--- src/verilog/serial_rx_cfg.svh ---
`ifndef SERIAL_RX_CFG_SVH
`define SERIAL_RX_CFG_SVH

// ----------------------------------------------------------------------------
// Register map
// ----------------------------------------------------------------------------
`define ADDR_RX_STATUS_CONTROL 12'h000
`define ADDR_RX_DATA           12'h004
`define ADDR_MODE              12'h008
`define ADDR_BAUD_DIV          12'h00c
`define ADDR_IRQ_STATUS        12'h010
`define ADDR_IRQ_MASK          12'h014

// ----------------------------------------------------------------------------
// Fields of receive_status_control
// ----------------------------------------------------------------------------
`define BIT_NINE_SEL   6
`define BIT_SINGLE_EN  5
`define BIT_CONT_EN    4
`define BIT_FRAME_ERR  2
`define BIT_OVERRUN    1
`define BIT_NINTH      0

// ----------------------------------------------------------------------------
// Fields of the mode register and interrupt registers
// ----------------------------------------------------------------------------
`define BIT_MODE_SYNC   0
`define BIT_MODE_MASTER 1
`define IRQ_RX_DONE     0
`define IRQ_FRAME       1
`define IRQ_OVERRUN     2

// ----------------------------------------------------------------------------
// Reset values
// ----------------------------------------------------------------------------
`define RST_STATUS_CONTROL 8'h00
`define RST_BAUD_DIV       16'h000a
`define RST_IRQ_MASK       3'h0

`endif

--- src/verilog/serial_rx_pkg.sv ---
package serial_rx_pkg;

  typedef enum logic [2:0] {
    ST_IDLE  = 3'b000,
    ST_START = 3'b001,
    ST_DATA  = 3'b010,
    ST_STOP  = 3'b011
  } rx_state_t;

  typedef struct packed {
    logic       nine_sel;
    logic       single_en;
    logic       cont_en;
    logic       frame_err;
    logic       overrun;
    logic       ninth;
  } rx_ctrl_t;

  typedef struct packed {
    logic       sync;
    logic       master;
  } rx_mode_t;

endpackage
--- src/verilog/serial_receive_control_status.sv ---
// Implementation choices: the placing of the registers and the APB interface to the registers.
`timescale 1ns/100ps
`include "serial_rx_cfg.svh"

module serial_receive_control_status #(
  parameter int DIV_W = 16
) (
  input  wire logic        ref_clk,
  input  wire logic        nrst,
  input  wire logic        psel,
  input  wire logic        penable,
  input  wire logic        pwrite,
  input  wire logic [11:0] paddr,
  input  wire logic [31:0] pwdata,
  output logic      [31:0] prdata,
  output logic             pready,
  output logic             pslverr,
  input  wire logic        rx_data_in,
  input  wire logic        sync_clk_in,
  output logic             sync_clk_out,
  output logic             sync_clk_oe_n,
  output logic             irq
);

  if (DIV_W < 2 || DIV_W > 16) begin : g_bad_div_w
    $error("DIV_W out of range");
  end

  // --------------------------------------------------------------------------
  // Registers
  // --------------------------------------------------------------------------
  serial_rx_pkg::rx_ctrl_t  ctrl_reg;
  serial_rx_pkg::rx_mode_t  mode_reg;
  serial_rx_pkg::rx_state_t state_reg;
  logic [DIV_W-1:0] div_reg;
  logic [DIV_W-1:0] cnt_reg;
  logic [2:0]       irq_stat_reg;
  logic [2:0]       irq_mask_reg;
  logic [8:0]       data_reg;
  logic             full_reg;
  logic [8:0]       shift_reg;
  logic [3:0]       bit_reg;
  logic [2:0]       rx_sync_reg;
  logic [2:0]       ck_sync_reg;
  logic             rx_filt_reg;
  logic             ck_filt_reg;
  logic             ck_prev_reg;
  logic             sclk_reg;
  localparam logic [7:0] CTRL_RST = `RST_STATUS_CONTROL;

  // --------------------------------------------------------------------------
  // Bus decode
  // --------------------------------------------------------------------------
  logic wr_acc;
  logic rd_acc;
  assign wr_acc = psel && penable && pwrite;
  assign rd_acc = psel && penable && !pwrite;

  function automatic logic hit(input logic [11:0] a, input logic [11:0] b);
    return a == b;
  endfunction

  // --------------------------------------------------------------------------
  // Pin synchronisers
  // --------------------------------------------------------------------------
  // Only stages 2 and 3 are compared, so a metastable first stage never leaks.
  always_ff @(posedge ref_clk) begin
    if (!nrst) begin
      rx_sync_reg <= 3'h7;
      ck_sync_reg <= 3'h0;
      rx_filt_reg <= 1'b1;
      ck_filt_reg <= 1'b0;
    end else begin
      rx_sync_reg <= {rx_sync_reg[1:0], rx_data_in};
      ck_sync_reg <= {ck_sync_reg[1:0], sync_clk_in};
      if (rx_sync_reg[1] == rx_sync_reg[2]) begin
        rx_filt_reg <= rx_sync_reg[2];
      end
      if (ck_sync_reg[1] == ck_sync_reg[2]) begin
        ck_filt_reg <= ck_sync_reg[2];
      end
    end
  end

  // --------------------------------------------------------------------------
  // Reception enable and sampling ticks
  // --------------------------------------------------------------------------
  logic run_en;
  logic single_act;
  logic tick;
  logic half_tick;
  logic ck_rise;
  // Single-receive only matters for a synchronous master; continuous wins.
  assign single_act = ctrl_reg.single_en && mode_reg.sync && mode_reg.master
                      && !ctrl_reg.cont_en;
  assign run_en     = ctrl_reg.cont_en || single_act;
  assign ck_rise    = ck_filt_reg && !ck_prev_reg;
  assign tick       = (cnt_reg == div_reg);
  assign half_tick  = (cnt_reg == (div_reg >> 1));

  logic bit_take;
  always_comb begin
    if (!mode_reg.sync) begin
      bit_take = tick;
    end else if (mode_reg.master) begin
      bit_take = tick && sclk_reg;
    end else begin
      bit_take = ck_rise;
    end
  end

  always_ff @(posedge ref_clk) begin
    if (!nrst) begin
      cnt_reg     <= '0;
      ck_prev_reg <= 1'b0;
      sclk_reg    <= 1'b0;
    end else begin
      ck_prev_reg <= ck_filt_reg;
      if (state_reg == serial_rx_pkg::ST_IDLE && !mode_reg.sync) begin
        cnt_reg <= '0;
      end else if (state_reg == serial_rx_pkg::ST_START && half_tick) begin
        cnt_reg <= '0; // Restarting mid start bit puts every later tick mid-bit.
      end else if (tick) begin
        cnt_reg <= '0;
      end else begin
        cnt_reg <= cnt_reg + 1'b1;
      end
      if (mode_reg.sync && mode_reg.master && run_en && tick) begin
        sclk_reg <= !sclk_reg;
      end else if (!(mode_reg.sync && mode_reg.master && run_en)) begin
        sclk_reg <= 1'b0;
      end
    end
  end

  // --------------------------------------------------------------------------
  // Receive engine
  // --------------------------------------------------------------------------
  logic [3:0] nbits;
  logic       char_done;
  logic       stop_ok;
  assign nbits = ctrl_reg.nine_sel ? 4'd9 : 4'd8;
  assign stop_ok = rx_filt_reg;
  assign char_done = mode_reg.sync
                     ? (state_reg == serial_rx_pkg::ST_DATA && bit_take && bit_reg == nbits - 1'b1)
                     : (state_reg == serial_rx_pkg::ST_STOP && tick);

  always_ff @(posedge ref_clk) begin
    if (!nrst) begin
      state_reg <= serial_rx_pkg::ST_IDLE;
      shift_reg <= '0;
      bit_reg   <= '0;
    end else if (!run_en) begin
      state_reg <= serial_rx_pkg::ST_IDLE;
      bit_reg   <= '0;
    end else begin
      case (state_reg)
        serial_rx_pkg::ST_IDLE: begin
          bit_reg <= '0;
          if (mode_reg.sync) begin
            state_reg <= serial_rx_pkg::ST_DATA;
          end else if (!rx_filt_reg) begin
            state_reg <= serial_rx_pkg::ST_START;
          end
        end
        serial_rx_pkg::ST_START: begin
          if (half_tick) begin
            state_reg <= rx_filt_reg ? serial_rx_pkg::ST_IDLE : serial_rx_pkg::ST_DATA;
          end
        end
        serial_rx_pkg::ST_DATA: begin
          if (bit_take) begin
            shift_reg[bit_reg] <= rx_filt_reg;
            bit_reg <= bit_reg + 1'b1;
            if (bit_reg == nbits - 1'b1) begin
              bit_reg   <= '0;
              state_reg <= mode_reg.sync ? serial_rx_pkg::ST_DATA : serial_rx_pkg::ST_STOP;
            end
          end
        end
        serial_rx_pkg::ST_STOP: begin
          if (tick) begin
            state_reg <= serial_rx_pkg::ST_IDLE;
          end
        end
        default: state_reg <= serial_rx_pkg::ST_IDLE;
      endcase
    end
  end

  // --------------------------------------------------------------------------
  // Receive storage and status flags
  // --------------------------------------------------------------------------
  logic data_rd;
  logic [8:0] char_val;
  assign data_rd  = rd_acc && hit(paddr, `ADDR_RX_DATA);
  // A synchronous character completes on its last sample, so that bit comes from the pin.
  assign char_val = !mode_reg.sync     ? {shift_reg[8] & ctrl_reg.nine_sel, shift_reg[7:0]}
                    : ctrl_reg.nine_sel ? {rx_filt_reg, shift_reg[7:0]}
                    : {1'b0, rx_filt_reg, shift_reg[6:0]};

  always_ff @(posedge ref_clk) begin
    if (!nrst) begin
      data_reg <= '0;
      full_reg <= 1'b0;
    end else if (char_done && !full_reg) begin
      data_reg <= char_val;
      full_reg <= 1'b1;
    end else if (data_rd) begin
      full_reg <= 1'b0;
    end
  end

  // Storage is one character deep, so an overrun drops the newcomer.
  always_ff @(posedge ref_clk) begin
    if (!nrst) begin
      ctrl_reg <= {CTRL_RST[`BIT_NINE_SEL:`BIT_CONT_EN], CTRL_RST[`BIT_FRAME_ERR:`BIT_NINTH]};
    end else begin
      if (wr_acc && hit(paddr, `ADDR_RX_STATUS_CONTROL)) begin
        ctrl_reg.nine_sel  <= pwdata[`BIT_NINE_SEL];
        ctrl_reg.single_en <= pwdata[`BIT_SINGLE_EN];
        ctrl_reg.cont_en   <= pwdata[`BIT_CONT_EN];
        if (!pwdata[`BIT_CONT_EN]) begin
          ctrl_reg.overrun <= 1'b0;
        end
      end
      if (single_act && char_done) begin
        ctrl_reg.single_en <= 1'b0;
      end
      if (char_done && !full_reg) begin
        ctrl_reg.frame_err <= mode_reg.sync ? 1'b0 : !stop_ok;
        ctrl_reg.ninth     <= char_val[8];
      end else if (data_rd && !mode_reg.sync) begin
        ctrl_reg.frame_err <= 1'b0;
      end
      if (char_done && full_reg) begin
        ctrl_reg.overrun <= 1'b1;
      end
    end
  end

  // --------------------------------------------------------------------------
  // Configuration, interrupts and bus response
  // --------------------------------------------------------------------------
  logic [2:0] irq_evt;
  assign irq_evt = {char_done && full_reg,
                    char_done && !full_reg && !mode_reg.sync && !stop_ok,
                    char_done && !full_reg};

  always_ff @(posedge ref_clk) begin
    if (!nrst) begin
      mode_reg     <= '0;
      div_reg      <= DIV_W'(`RST_BAUD_DIV);
      irq_mask_reg <= `RST_IRQ_MASK;
      irq_stat_reg <= '0;
    end else begin
      if (wr_acc && hit(paddr, `ADDR_MODE)) begin
        mode_reg.sync   <= pwdata[`BIT_MODE_SYNC];
        mode_reg.master <= pwdata[`BIT_MODE_MASTER];
      end
      if (wr_acc && hit(paddr, `ADDR_BAUD_DIV)) begin
        div_reg <= (pwdata[DIV_W-1:0] < 2) ? DIV_W'(2) : pwdata[DIV_W-1:0];
      end
      if (wr_acc && hit(paddr, `ADDR_IRQ_MASK)) begin
        irq_mask_reg <= pwdata[2:0];
      end
      // A new event wins over a clear in the same cycle.
      if (wr_acc && hit(paddr, `ADDR_IRQ_STATUS)) begin
        irq_stat_reg <= (irq_stat_reg & ~pwdata[2:0]) | irq_evt;
      end else begin
        irq_stat_reg <= irq_stat_reg | irq_evt;
      end
    end
  end

  logic [31:0] rd_mux;
  logic        bad_addr;
  always_comb begin
    rd_mux   = '0;
    bad_addr = 1'b0;
    if (hit(paddr, `ADDR_RX_STATUS_CONTROL)) begin
      rd_mux[`BIT_NINE_SEL]  = ctrl_reg.nine_sel;
      rd_mux[`BIT_SINGLE_EN] = ctrl_reg.single_en;
      rd_mux[`BIT_CONT_EN]   = ctrl_reg.cont_en;
      rd_mux[`BIT_FRAME_ERR] = ctrl_reg.frame_err;
      rd_mux[`BIT_OVERRUN]   = ctrl_reg.overrun;
      rd_mux[`BIT_NINTH]     = ctrl_reg.ninth; // bit 3 stays 0
    end else if (hit(paddr, `ADDR_RX_DATA)) begin
      rd_mux[8:0] = data_reg;
    end else if (hit(paddr, `ADDR_MODE)) begin
      rd_mux[1:0] = {mode_reg.master, mode_reg.sync};
    end else if (hit(paddr, `ADDR_BAUD_DIV)) begin
      rd_mux[DIV_W-1:0] = div_reg;
    end else if (hit(paddr, `ADDR_IRQ_STATUS)) begin
      rd_mux[2:0] = irq_stat_reg;
    end else if (hit(paddr, `ADDR_IRQ_MASK)) begin
      rd_mux[2:0] = irq_mask_reg;
    end else begin
      bad_addr = 1'b1;
    end
  end

  // Zero-wait slave: pready is registered high in the access cycle itself.
  always_ff @(posedge ref_clk) begin
    if (!nrst) begin
      prdata        <= '0;
      pready        <= 1'b0;
      pslverr       <= 1'b0;
      irq           <= 1'b0;
      sync_clk_out  <= 1'b0;
      sync_clk_oe_n <= 1'b1;
    end else begin
      pready        <= psel && !penable;
      pslverr       <= psel && !penable && bad_addr;
      prdata        <= (psel && !penable && !pwrite) ? rd_mux : 32'h0000_0000;
      irq           <= |(irq_stat_reg & irq_mask_reg);
      sync_clk_out  <= sclk_reg;
      sync_clk_oe_n <= !(mode_reg.sync && mode_reg.master);
    end
  end

endmodule

--- config.mk ---
export PLATFORM = sky130hd
export DESIGN_NAME = serial_receive_control_status
export DESIGN_NICKNAME = d
export VERILOG_FILES = /design/src/verilog/serial_rx_pkg.sv /design/src/verilog/serial_receive_control_status.sv
export VERILOG_INCLUDE_DIRS = /design/src /design/src/verilog
export SDC_FILE = /design/constraint.sdc
export NUM_CORES = 1
export LEC_CHECK = 0
export BUFFER_PORTS_ARGS = -buffer_cell sky130_fd_sc_hd__buf_4
export CORE_ASPECT_RATIO = 0.5
export CORE_MARGIN = 3
export CORE_UTILIZATION = 51
export CTS_BUF_LIST = sky130_fd_sc_hd__clkbuf_16
export DETAILED_ROUTE_END_ITERATION = 8
export PLACE_DENSITY = 0.77
export SLEW_MARGIN = 10
export SYNTH_ARGS = -nofsm -noshare
export SYNTH_HDL_FRONTEND = slang
export SYNTH_SLANG_ARGS = --single-unit
export TNS_END_PERCENT = 30
--- constraint.sdc ---
create_clock -name ref_clk -period 2.04 [get_ports ref_clk]
set_clock_uncertainty 0.2 [all_clocks]
set_input_delay 0.306 -clock ref_clk [delete_from_list [all_inputs] [get_ports ref_clk]]
set_output_delay 0.306 -clock ref_clk [all_outputs]
set_load 0.05 [all_outputs]
* Word-level counts from Yosys, hierarchy flattened
Cells that the tools add are included.
W data, S select, Z words.
** Word-level totals
- Flip-flop bits (word level) :: 119
- Bits in latches :: 0
- Bits in writable memories :: 0
- Bits in read-only memories :: 0
- Logic and storage cells :: 174
- Memories :: 0
** Cells by class
- Add/sub/neg operators :: 3
- $mul :: 0
- Divide/modulo/power cells :: 0
- $lt $le $gt $ge :: 3
- Equal/unequal tests :: 20
- Shift operators :: 0
- Muxes and demuxes :: 48
- Bitwise logic cells :: 9
- Reductions and logical operators :: 59
** Operators by type and width (count)
- $mux W3 :: 12
- $logic_and A1 B1 Y1 :: 32
- $mux W9 :: 3
- $eq A12 B4 Y1 const B :: 2
- $eq A12 B5 Y1 const B :: 2
- $mux W1 :: 22
- $add A16 B1 Y16 const B :: 1
- $eq A16 B15 Y1 :: 1
- $eq A16 B16 Y1 :: 1
- $lt A16 B2 Y1 const B :: 1
- $mux W16 :: 1
- $mux W14 :: 1
- $mux W13 :: 1
- $eq A12 B3 Y1 const B :: 1
- $logic_not A12 Y1 :: 1
- $pmux W3 S4 :: 1
- $bwmux W9 :: 1
- $logic_not A1 Y1 :: 9
- $mux W4 :: 2
- $pmux W4 S2 :: 1
- $reduce_and A2 Y1 :: 4
- $reduce_bool A2 Y1 :: 4
- $and A3 B3 Y3 :: 2
- $eq A3 B2 Y1 const B :: 2
- other kinds (24) :: 34

* Longest topological paths before layout
Gate-level depths: netlist (run 1).
- Word-level depth :: 12
- Gate-level depth with buffers :: 9
- Mapped depth without buffers :: 6

* Worst setup path before layout (run 1)
No wires, ideal clock.
- Path type :: input port to flip-flop
- Start :: input paddr[9]
- End :: register ctrl_reg[4] in the netlist's numbering
- Setup time :: 0.122 ns
- Arrival :: 1.768 ns
- Data required time :: 1.718 ns
- Path slack :: -0.050 ns
- Cell stages on the path :: 6
- Buffers on the path :: 0
- Cells stage by stage :: nor3_1 nand3_4 nor4_4 and2b_2 mux2_1 o311a_1
** Between the ends
- Word-level cells in the longest chain between the ends :: 2
** RTL lines
- start, declared :: line serial_receive_control_status.sv:13 : input wire logic [11:0] paddr,
- $logic_not A12 Y1 :: line serial_receive_control_status.sv:60 : return a == b;
- $logic_and A1 B1 Y1 :: line serial_receive_control_status.sv:219 : if (wr_acc && hit(paddr, `ADDR_RX_STATUS_CONTROL)) begin
- end signal, assigned :: line serial_receive_control_status.sv:217 : ctrl_reg <= {CTRL_RST[`BIT_NINE_SEL:`BIT_CONT_EN], CTRL_RST[`BIT_FRAME_ERR:`BIT_NINTH]};
- end, declared :: line serial_receive_control_status.sv:32 : serial_rx_pkg::rx_ctrl_t ctrl_reg;
Every way passes these cells.
A chain may end at the register's enable or synchronous reset.

* Worst setup path in the final report (run 1)
- Start :: register div_reg[9]
- End :: register cnt_reg[15]
** Between the ends
- Word-level cells in the longest chain between the ends :: 3
- Elaborated cells on any way between the ends :: 4
- Classes of those cells :: eq/ne (2); reduce/logical (2)
** RTL lines
- start, declared :: line serial_receive_control_status.sv:35 : logic [DIV_W-1:0] div_reg;
- start signal, assigned :: line serial_receive_control_status.sv:253 : div_reg <= DIV_W'(`RST_BAUD_DIV);
- start signal, assigned :: line serial_receive_control_status.sv:262 : div_reg <= (pwdata[DIV_W-1:0] < 2) ? DIV_W'(2) : pwdata[DIV_W-1:0];
- $eq A16 B15 Y1 :: line serial_receive_control_status.sv:99 : assign half_tick = (cnt_reg == (div_reg >> 1));
- $logic_and A1 B1 Y1 :: line serial_receive_control_status.sv:121 : end else if (state_reg == serial_rx_pkg::ST_START && half_tick) begin
- $reduce_or A4 Y1 (no source line) (*)
- end signal, assigned :: line serial_receive_control_status.sv:126 : cnt_reg <= cnt_reg + 1'b1;
- end, declared :: line serial_receive_control_status.sv:36 : logic [DIV_W-1:0] cnt_reg;
Every way passes the cells marked *; elsewhere a longest branch is shown, timed or not.

==> results.yml, run 1 <==
global_routing:
  global_route.overflow_total: 0
  grt_pass1_vias: 3890
  antenna_found_initial: 0
  grt_pass1_wl_um: 19500
  grt_max_degree: 37
  gr_util_all_layers_pct: 22.2
critical_path:
  cp_slowest_stage_delay_ns: 0.35
  crit_slowest_cell: "dfxtp_1"
  timing.critical_path.cells: "xor2_1, nor4_2, nand4_1, buf_4, and2_4, o311ai_4, buf_6, clkbuf_16, nor2_4"
  worstSetupPathType: "register to register"
  critPathLaunchType: "register"
  worst-endpoint-arrival_ns: 2.25
  path_max_fanout: 8
  critical_path.top_delay_family: "simple AND/OR/NAND/NOR gates"
  critical_path.n_buffers_inverters: 3
  worst_setup_path_end_kind: "register"
  worst_ep_required_time_ns: 2.07
clock_network:
  clock-root-buffer: "clkbuf_16"
  clockBufferDepth: 2
  cts_made_buffers: 9
  clk_transition_reported_paths_ns: 0.07
  ctsHtreeMaxLevel: 3
  clk_lat_worst_skew_ns: 0.34
  tritoncts_num_sinks: 101
  tritoncts: "built"
sta:
  setup_ws_ns: -0.177
  slew_violations: 0
  timing.final.setup_violations: 36
  finalHoldViolations: 0
  post-route-period-util_pct: 109
  setup_total_negative_slack_ns: -3.61
  rsz0062_at_grt: "yes"
  finalWorstPathRequiredPeriod_ns: 2.22
  clock.fmax_mhz: 451
logic_synthesis:
  cells_after_synthesis: 527
  ys_ff_latch: 101
  synth-async-reset-ratio_pct: 0
  ys_warn_count: 0
  synth_area_leader_cell: "dfxtp_1"
  synth_largest_type_area_fraction_pct: 40.6
  synth.top_cells.by_area: "dfxtp_1 41%, xor2_1 6.9%, mux2i_1 4.6%, nand2_1 4.4%, nor2_1 2.6%"
  syn_area_per_cell_um2: 9.45
  synth.lib_cells_used.distinct: 67
  number_of_enable_type_register_cells_in_the_synthesized_netlist: 0
  yosysSeqAreaShare_pct: 40.6
  synth_area_mm2: 0.00498
  synth_flop_cell: "dfxtp_1"
floorplan:
  die_width_um: 146
  fp-row-count: 24
  start_util_pct: 54.7
  floorplan.core_area_mm2: 0.00910
  floorplan.die_area_mm2: 0.0111
  chipHeight_um: 75.9
  top_level_ports: 88
layout:
  antenna-diode-count: 0
  syn2layout_area_growth_pct: 27.7
  final_net_count: 701
  mostFrequentLayoutCell: "buf_4"
  final_layout_size_suffix_gt1_share_pct: 31.1
  most-common-layout-cells: "124 x buf_4, 90 x dfxtp_1, 59 x nand2_1"
place:
  port_buffers: 55
  detailedPlace.worstSlack_ns: -0.227
  gpl.final_weighted_congestion: 0.877
  dp.final_hpwl_um: 8620
power_and_ir_drop:
  intPower_uw: 2870
  power.sequential.fraction_pct: 52.9
  p_leak_uw: 0.00262
  power_uw: 3740
  worst_ir_drop_vdd_uv: 372
  net_switching_power_uw: 872
  part_of_the_total_power_dissipated_in_combinational_logic_pct: 5.8
  p_sw_share_pct: 23.3
  pwr-share-clk_pct: 41.3
  power_per_cell_area_mw_per_mm2: 588
route:
  first_pass_iters: 8
  routed_wirelength_um: 12500
  num_vias: 4184
  starting_drc_count_in_detailed_routing: 360
  remaining_drc_errors: 0
  drt-vias-per-instance: 5.36
  routed_wire_length_per_instance_um: 16.0
  ant_nets: 0
run_status:
  run_status: "complete, but fails checks"
  failed_checks: "setup timing"
flow_run:
  maxCapViolCount: 0
hold_path:
  worst_hold_path_type: "primary input to register"
per-stage QoR:
step	area (um^2)	cells	hold slack, ns	utilization [%]
floorplan	5040	542	0.186	-
global placement	5870	753	0.191	64.5
detailed placement	5870	753	0.198	64.5
CTS	6230	775	0.0125	68.4
global route	6360	780	0.0330	69.9
finish	6360	780	0.0254	69.9
worst min-delay path, delay by kind of cell:
kind / cells / cell delay (ns)
and+or+nand+nor: 1 / 0.05
buffers and inverters: 1 / 0.11
AOI/OAI and AO/OA: 1 / 0.05
path summary, 6_finish.rpt:
check	startpoint	end	slack (ns)	cells after the start
min reg2reg	rx_sync_reg[0]$_SDFF_PN1_	rx_sync_reg[1]$_SDFF_PN1_	0.21	1
max reg2reg	div_reg[9]$_SDFFE_PN0P_	cnt_reg[15]$_SDFF_PP0_	-0.18	9
min	pwdata[11]	div_reg[11]$_SDFFE_PN0P_	0.03	3
max	div_reg[9]$_SDFFE_PN0P_	cnt_reg[15]$_SDFF_PP0_	-0.18	9
layer usage:
metal | track usage (%) | part of all wire [%]
met1 | 27.6 | 44
met2 | 40.5 | 49
met3 | 4.69 | 6.1
met4 | 5.99 | 0.95
met5 | 0 | 0
power groups by stage:
stage / registers [uW] / logic (uW) / clock network, uW
after floorplan: 2030 / 143 / 0
after global placement: 2020 / 206 / 0
after detailed placement: 2020 / 208 / 0
after CTS: 1980 / 213 / 1580
after global routing: 1980 / 228 / 1660
final: 1980 / 215 / 1550
repair_timing:
| action | 4_1_cts | 5_1_grt |
|---|---|---|
| endpoints found under the hold margin | 3 | 0 |
| buffers inserted | 3 | 4 |
| pin swaps | 5 | 17 |
| gates resized for setup | 17 | 19 |
| endpoints found under the setup margin | 48 | 47 |
| hold buffers | 3 | 0 |
| cloned | 0 | 1 |
final cells by class:
type	instances	area (um^2)
Timing Repair Buffer	134	1070
Inverter	8	30.0
Multi-Input combinational cell	391	2790
Tap cell	130	163
Sequential cell	101	2040
Fill cell	686	2740
Clock inverter	7	43.8
Clock buffer	9	225
synth_stat cells (2+ instances only):
library cell  count
o21ai_1           2
buf_2             5
and4_1            2
nor2_4            8
nand3_1          19
a21boi_1         10
clkbuf_1         14
xor2_1           39
ha_1              5
nand2b_1         11
nand4_1           7
a21boi_0          7
buf_6             3
nor4_2            6
buf_4            17
nand4b_1          5
nor2b_1          16
o21a_1            4
nor4_4            3
mux2_2            3
xnor2_1           6
nand2_1          59
nor2_1           35
and2_1           15
and3_1            4
nor4_1            6
nor2_2            2
inv_1             8
a31oi_1           3
a21oi_1          11
a211oi_1          2
a31oi_4           2
a22oi_1          11
o22ai_1           2
a221oi_1          2
nor3_1           13
o21ai_0           5
dfxtp_1         101
mux2i_1          23
a222oi_1          4
cells by family (layout without fill, tap and decap cells):
group                    Yosys count  in the layout  synth area share (%)
AO/OA/AOI/OAI                     72             72                  11.5
XOR/XNOR                          46             46                  8.24
adder cells (fa/ha/maj)            5              5                  1.26
buffers and inverters             50            158                  6.18
flip-flops                       101            101                  40.6
multiplexers                      28             28                  5.80
other                              1             16                0.0753
AND/OR/NAND/NOR                  224            224                  26.4
Note: power is estimated with default switching activity, not from simulation.
==> run 2, diff against run 1 <==
--- a/config.mk
+++ b/config.mk
@@ -6,6 +6,7 @@
 export SDC_FILE = /design/constraint.sdc
 export NUM_CORES = 1
 export LEC_CHECK = 0
+export ABC_AREA = 1
 export BUFFER_PORTS_ARGS = -buffer_cell sky130_fd_sc_hd__buf_4
 export CORE_ASPECT_RATIO = 0.5
 export CORE_MARGIN = 3
==> results.yml, run 2 <==
layout:
  final_core_utilization_pct: 71.2
  antenna-diode-count: 0
  final_layout_size_suffix_gt1_share_pct: 27.2
  syn2layout_area_growth_pct: 30.0
  most-common-layout-cells: "157 x nand2_1, 122 x buf_4, 98 x inv_1"
  mostFrequentLayoutCell: "nand2_1"
  fin_cells: 982
  final_net_count: 904
  final_cell_area_mm2: 0.00648
clock_network:
  clock-root-buffer: "clkbuf_16"
  tritoncts_num_sinks: 101
  cts_made_buffers: 9
  tritoncts: "built"
  clockBufferDepth: 2
  clk_lat_worst_skew_ns: 0.35
  clk_transition_reported_paths_ns: 0.07
  ctsHtreeMaxLevel: 3
logic_synthesis:
  yosysSeqAreaShare_pct: 40.6
  cells_after_synthesis: 725
  number_of_enable_type_register_cells_in_the_synthesized_netlist: 0
  synth_area_leader_cell: "dfxtp_1"
  synth-async-reset-ratio_pct: 0
  netlist_top_cells_count: "164 x nand2_1, 104 x inv_1, 101 x dfxtp_1"
  dominant_combinational_cell_family_by_area_after_synthesis: "simple AND/OR/NAND/NOR gates"
  ys_ff_latch: 101
  synthAdderAreaFrac_pct: 1.26
  synth.mux.area_fraction_pct: 0
  synth_xor_area_share_pct: 2.46
  synth_largest_type_area_fraction_pct: 40.6
  synth.top_cells.by_area: "dfxtp_1 41%, nand2_1 12%, inv_1 7.8%, nor2_1 7.4%, a21oi_1 4.5%"
  synth.lib_cells_used.distinct: 40
  synth_flop_cell: "dfxtp_1"
  synth_simple_gate_area_share_pct: 30.7
  synth_area_mm2: 0.00498
  synth.most_common_cell: "nand2_1"
  syn_area_per_cell_um2: 6.87
  ys_warn_count: 0
  synth_compound_area_share_pct: 12.5
critical_path:
  worstSetupPathType: "register to register"
  critPathLaunchType: "register"
  worst-endpoint-arrival_ns: 2.13
  path_max_fanout: 5
  worst_setup_path_end_kind: "register"
  worst_ep_required_time_ns: 2.08
route:
  routed_wirelength_um: 13300
  ant_nets: 0
  first_pass_iters: 5
  num_vias: 4946
  remaining_drc_errors: 0
  starting_drc_count_in_detailed_routing: 378
  routed_wire_length_per_instance_um: 13.5
  drt-vias-per-instance: 5.04
floorplan:
  chipHeight_um: 75.9
  die_width_um: 146
  start_util_pct: 54.8
  floorplan.die_area_mm2: 0.0111
  top_level_ports: 88
  floorplan.core_area_mm2: 0.00910
  fp-row-count: 24
global_routing:
  globalRouteMet1Util_pct: 30.6
  grt_pass1_wl_um: 21200
  grt_max_degree: 31
  grt_most_used_layer: "met2"
  antenna_found_initial: 0
  globalRouteMet2Util_pct: 38.7
  global_route.overflow_total: 0
  grt_use_met3_pct: 5.48
  gr_util_all_layers_pct: 23.4
  grt_pass1_vias: 4539
place:
  placement.cell_area_mm2: 0.00591
  dp.final_hpwl_um: 9550
  dp_cells: 957
  gpl.final_weighted_congestion: 0.923
  detailedPlace.worstSlack_ns: -0.0609
  port_buffers: 55
run_status:
  failed_checks: "setup timing"
  run_status: "complete, but fails checks"
sta:
  slew_headroom_pct: 60.6
  slew_violations: 0
  setup_ws_ns: -0.0510
  rsz0062_at_grt: "yes"
  clock.fmax_mhz: 478
  worstMarginPinSlew_ns: 0.590
  finalHoldViolations: 0
  timing.final.setup_violations: 15
  post-route-period-util_pct: 102
  finalWorstPathRequiredPeriod_ns: 2.09
power_and_ir_drop:
  worst_ir_drop_vdd_uv: 365
  p_leak_uw: 0.00296
  power_per_cell_area_mw_per_mm2: 602
hold_path:
  worst_hold_path_type: "primary input to register"
flow_run:
  maxCapViolCount: 0
run 2: cell families (layout without fill, tap and decap cells):
kind of cell	Yosys count	after routing
and+or+nand+nor	353	354
adders and majority gates	5	5
xor gates and xnor gates	14	14
other	1	16
AOI/OAI and AO/OA	107	107
buffers and inverters	144	255
DFF	101	101
run 2: layer usage:
layer | vias to the layer above | wire, um
li1 | 2529 | -
met3 | 17 | 793
met5 | - | 0
met4 | 0 | 159
met1 | 2255 | 6100
met2 | 145 | 6220
run 2: what timing repair did:
action / 4_1_cts / 5_1_grt
setup endpoints to repair: 47 / 66
buffers inserted: 1 / 5
cloned: 0 / 1
pin swaps: 5 / 17
hold buffers: 3 / 0
hold endpoints to repair: 3 / 0
gates resized for setup: 32 / 47
run 2: worst max-delay path: stages (launching register included):
cell      delay [ns]
dfxtp_4         0.37
inv_2           0.04
nand2_1         0.07
nand2_2         0.06
nor2_2          0.13
nand2_2         0.09
nor2_4          0.16
nand4_1         0.15
nand2_2         0.14
nand4_4         0.10
nand2_4         0.16
buf_6           0.13
nand3b_1        0.07
nand2_1         0.08
nor2_1          0.04
run 2: worst paths after layout:
check | startpoint | to | slack (ns) | cells past startpoint
setup reg to reg | cnt_reg[6]$_SDFF_PP0_ | data_reg[7]$_SDFFE_PN0P_ | -0.05 | 14
setup / recovery | cnt_reg[6]$_SDFF_PP0_ | data_reg[7]$_SDFFE_PN0P_ | -0.05 | 14
hold / removal | pwdata[6] | ctrl_reg[5]$_SDFFE_PN0P_ | 0.03 | 3
hold reg to reg | ck_sync_reg[0]$_SDFF_PN0_ | ck_sync_reg[1]$_SDFF_PN0_ | 0.22 | 2
run 2: layout make-up:
class,count,area [um^2]
fill,756,2620
multi-input combinational,496,2550
sequential,101,2070
timing repair buffer,127,977
inverter,113,432
clock buffer,9,225
tap,130,163
clock inverter,6,63.8
run 2: report_power, final:
group | internal (uW) | switching, uW
sequential | 1970 | 2.13
combinational | 64.6 | 140
clock | 948 | 779
run 2: metrics by stage:
stage / hold WS, ns / setup TNS, ns / power [uW]
2_1_floorplan: 0.190 / 0 / 2160
3_3_place_gp: 0.193 / -0.232 / 2220
3_5_place_dp: 0.203 / -0.668 / 2220
4_1_cts: 0.0243 / -0.0214 / 3910
5_1_grt: 0.0375 / -5.82 / 4010
6_report: 0.0329 / -0.393 / 3900
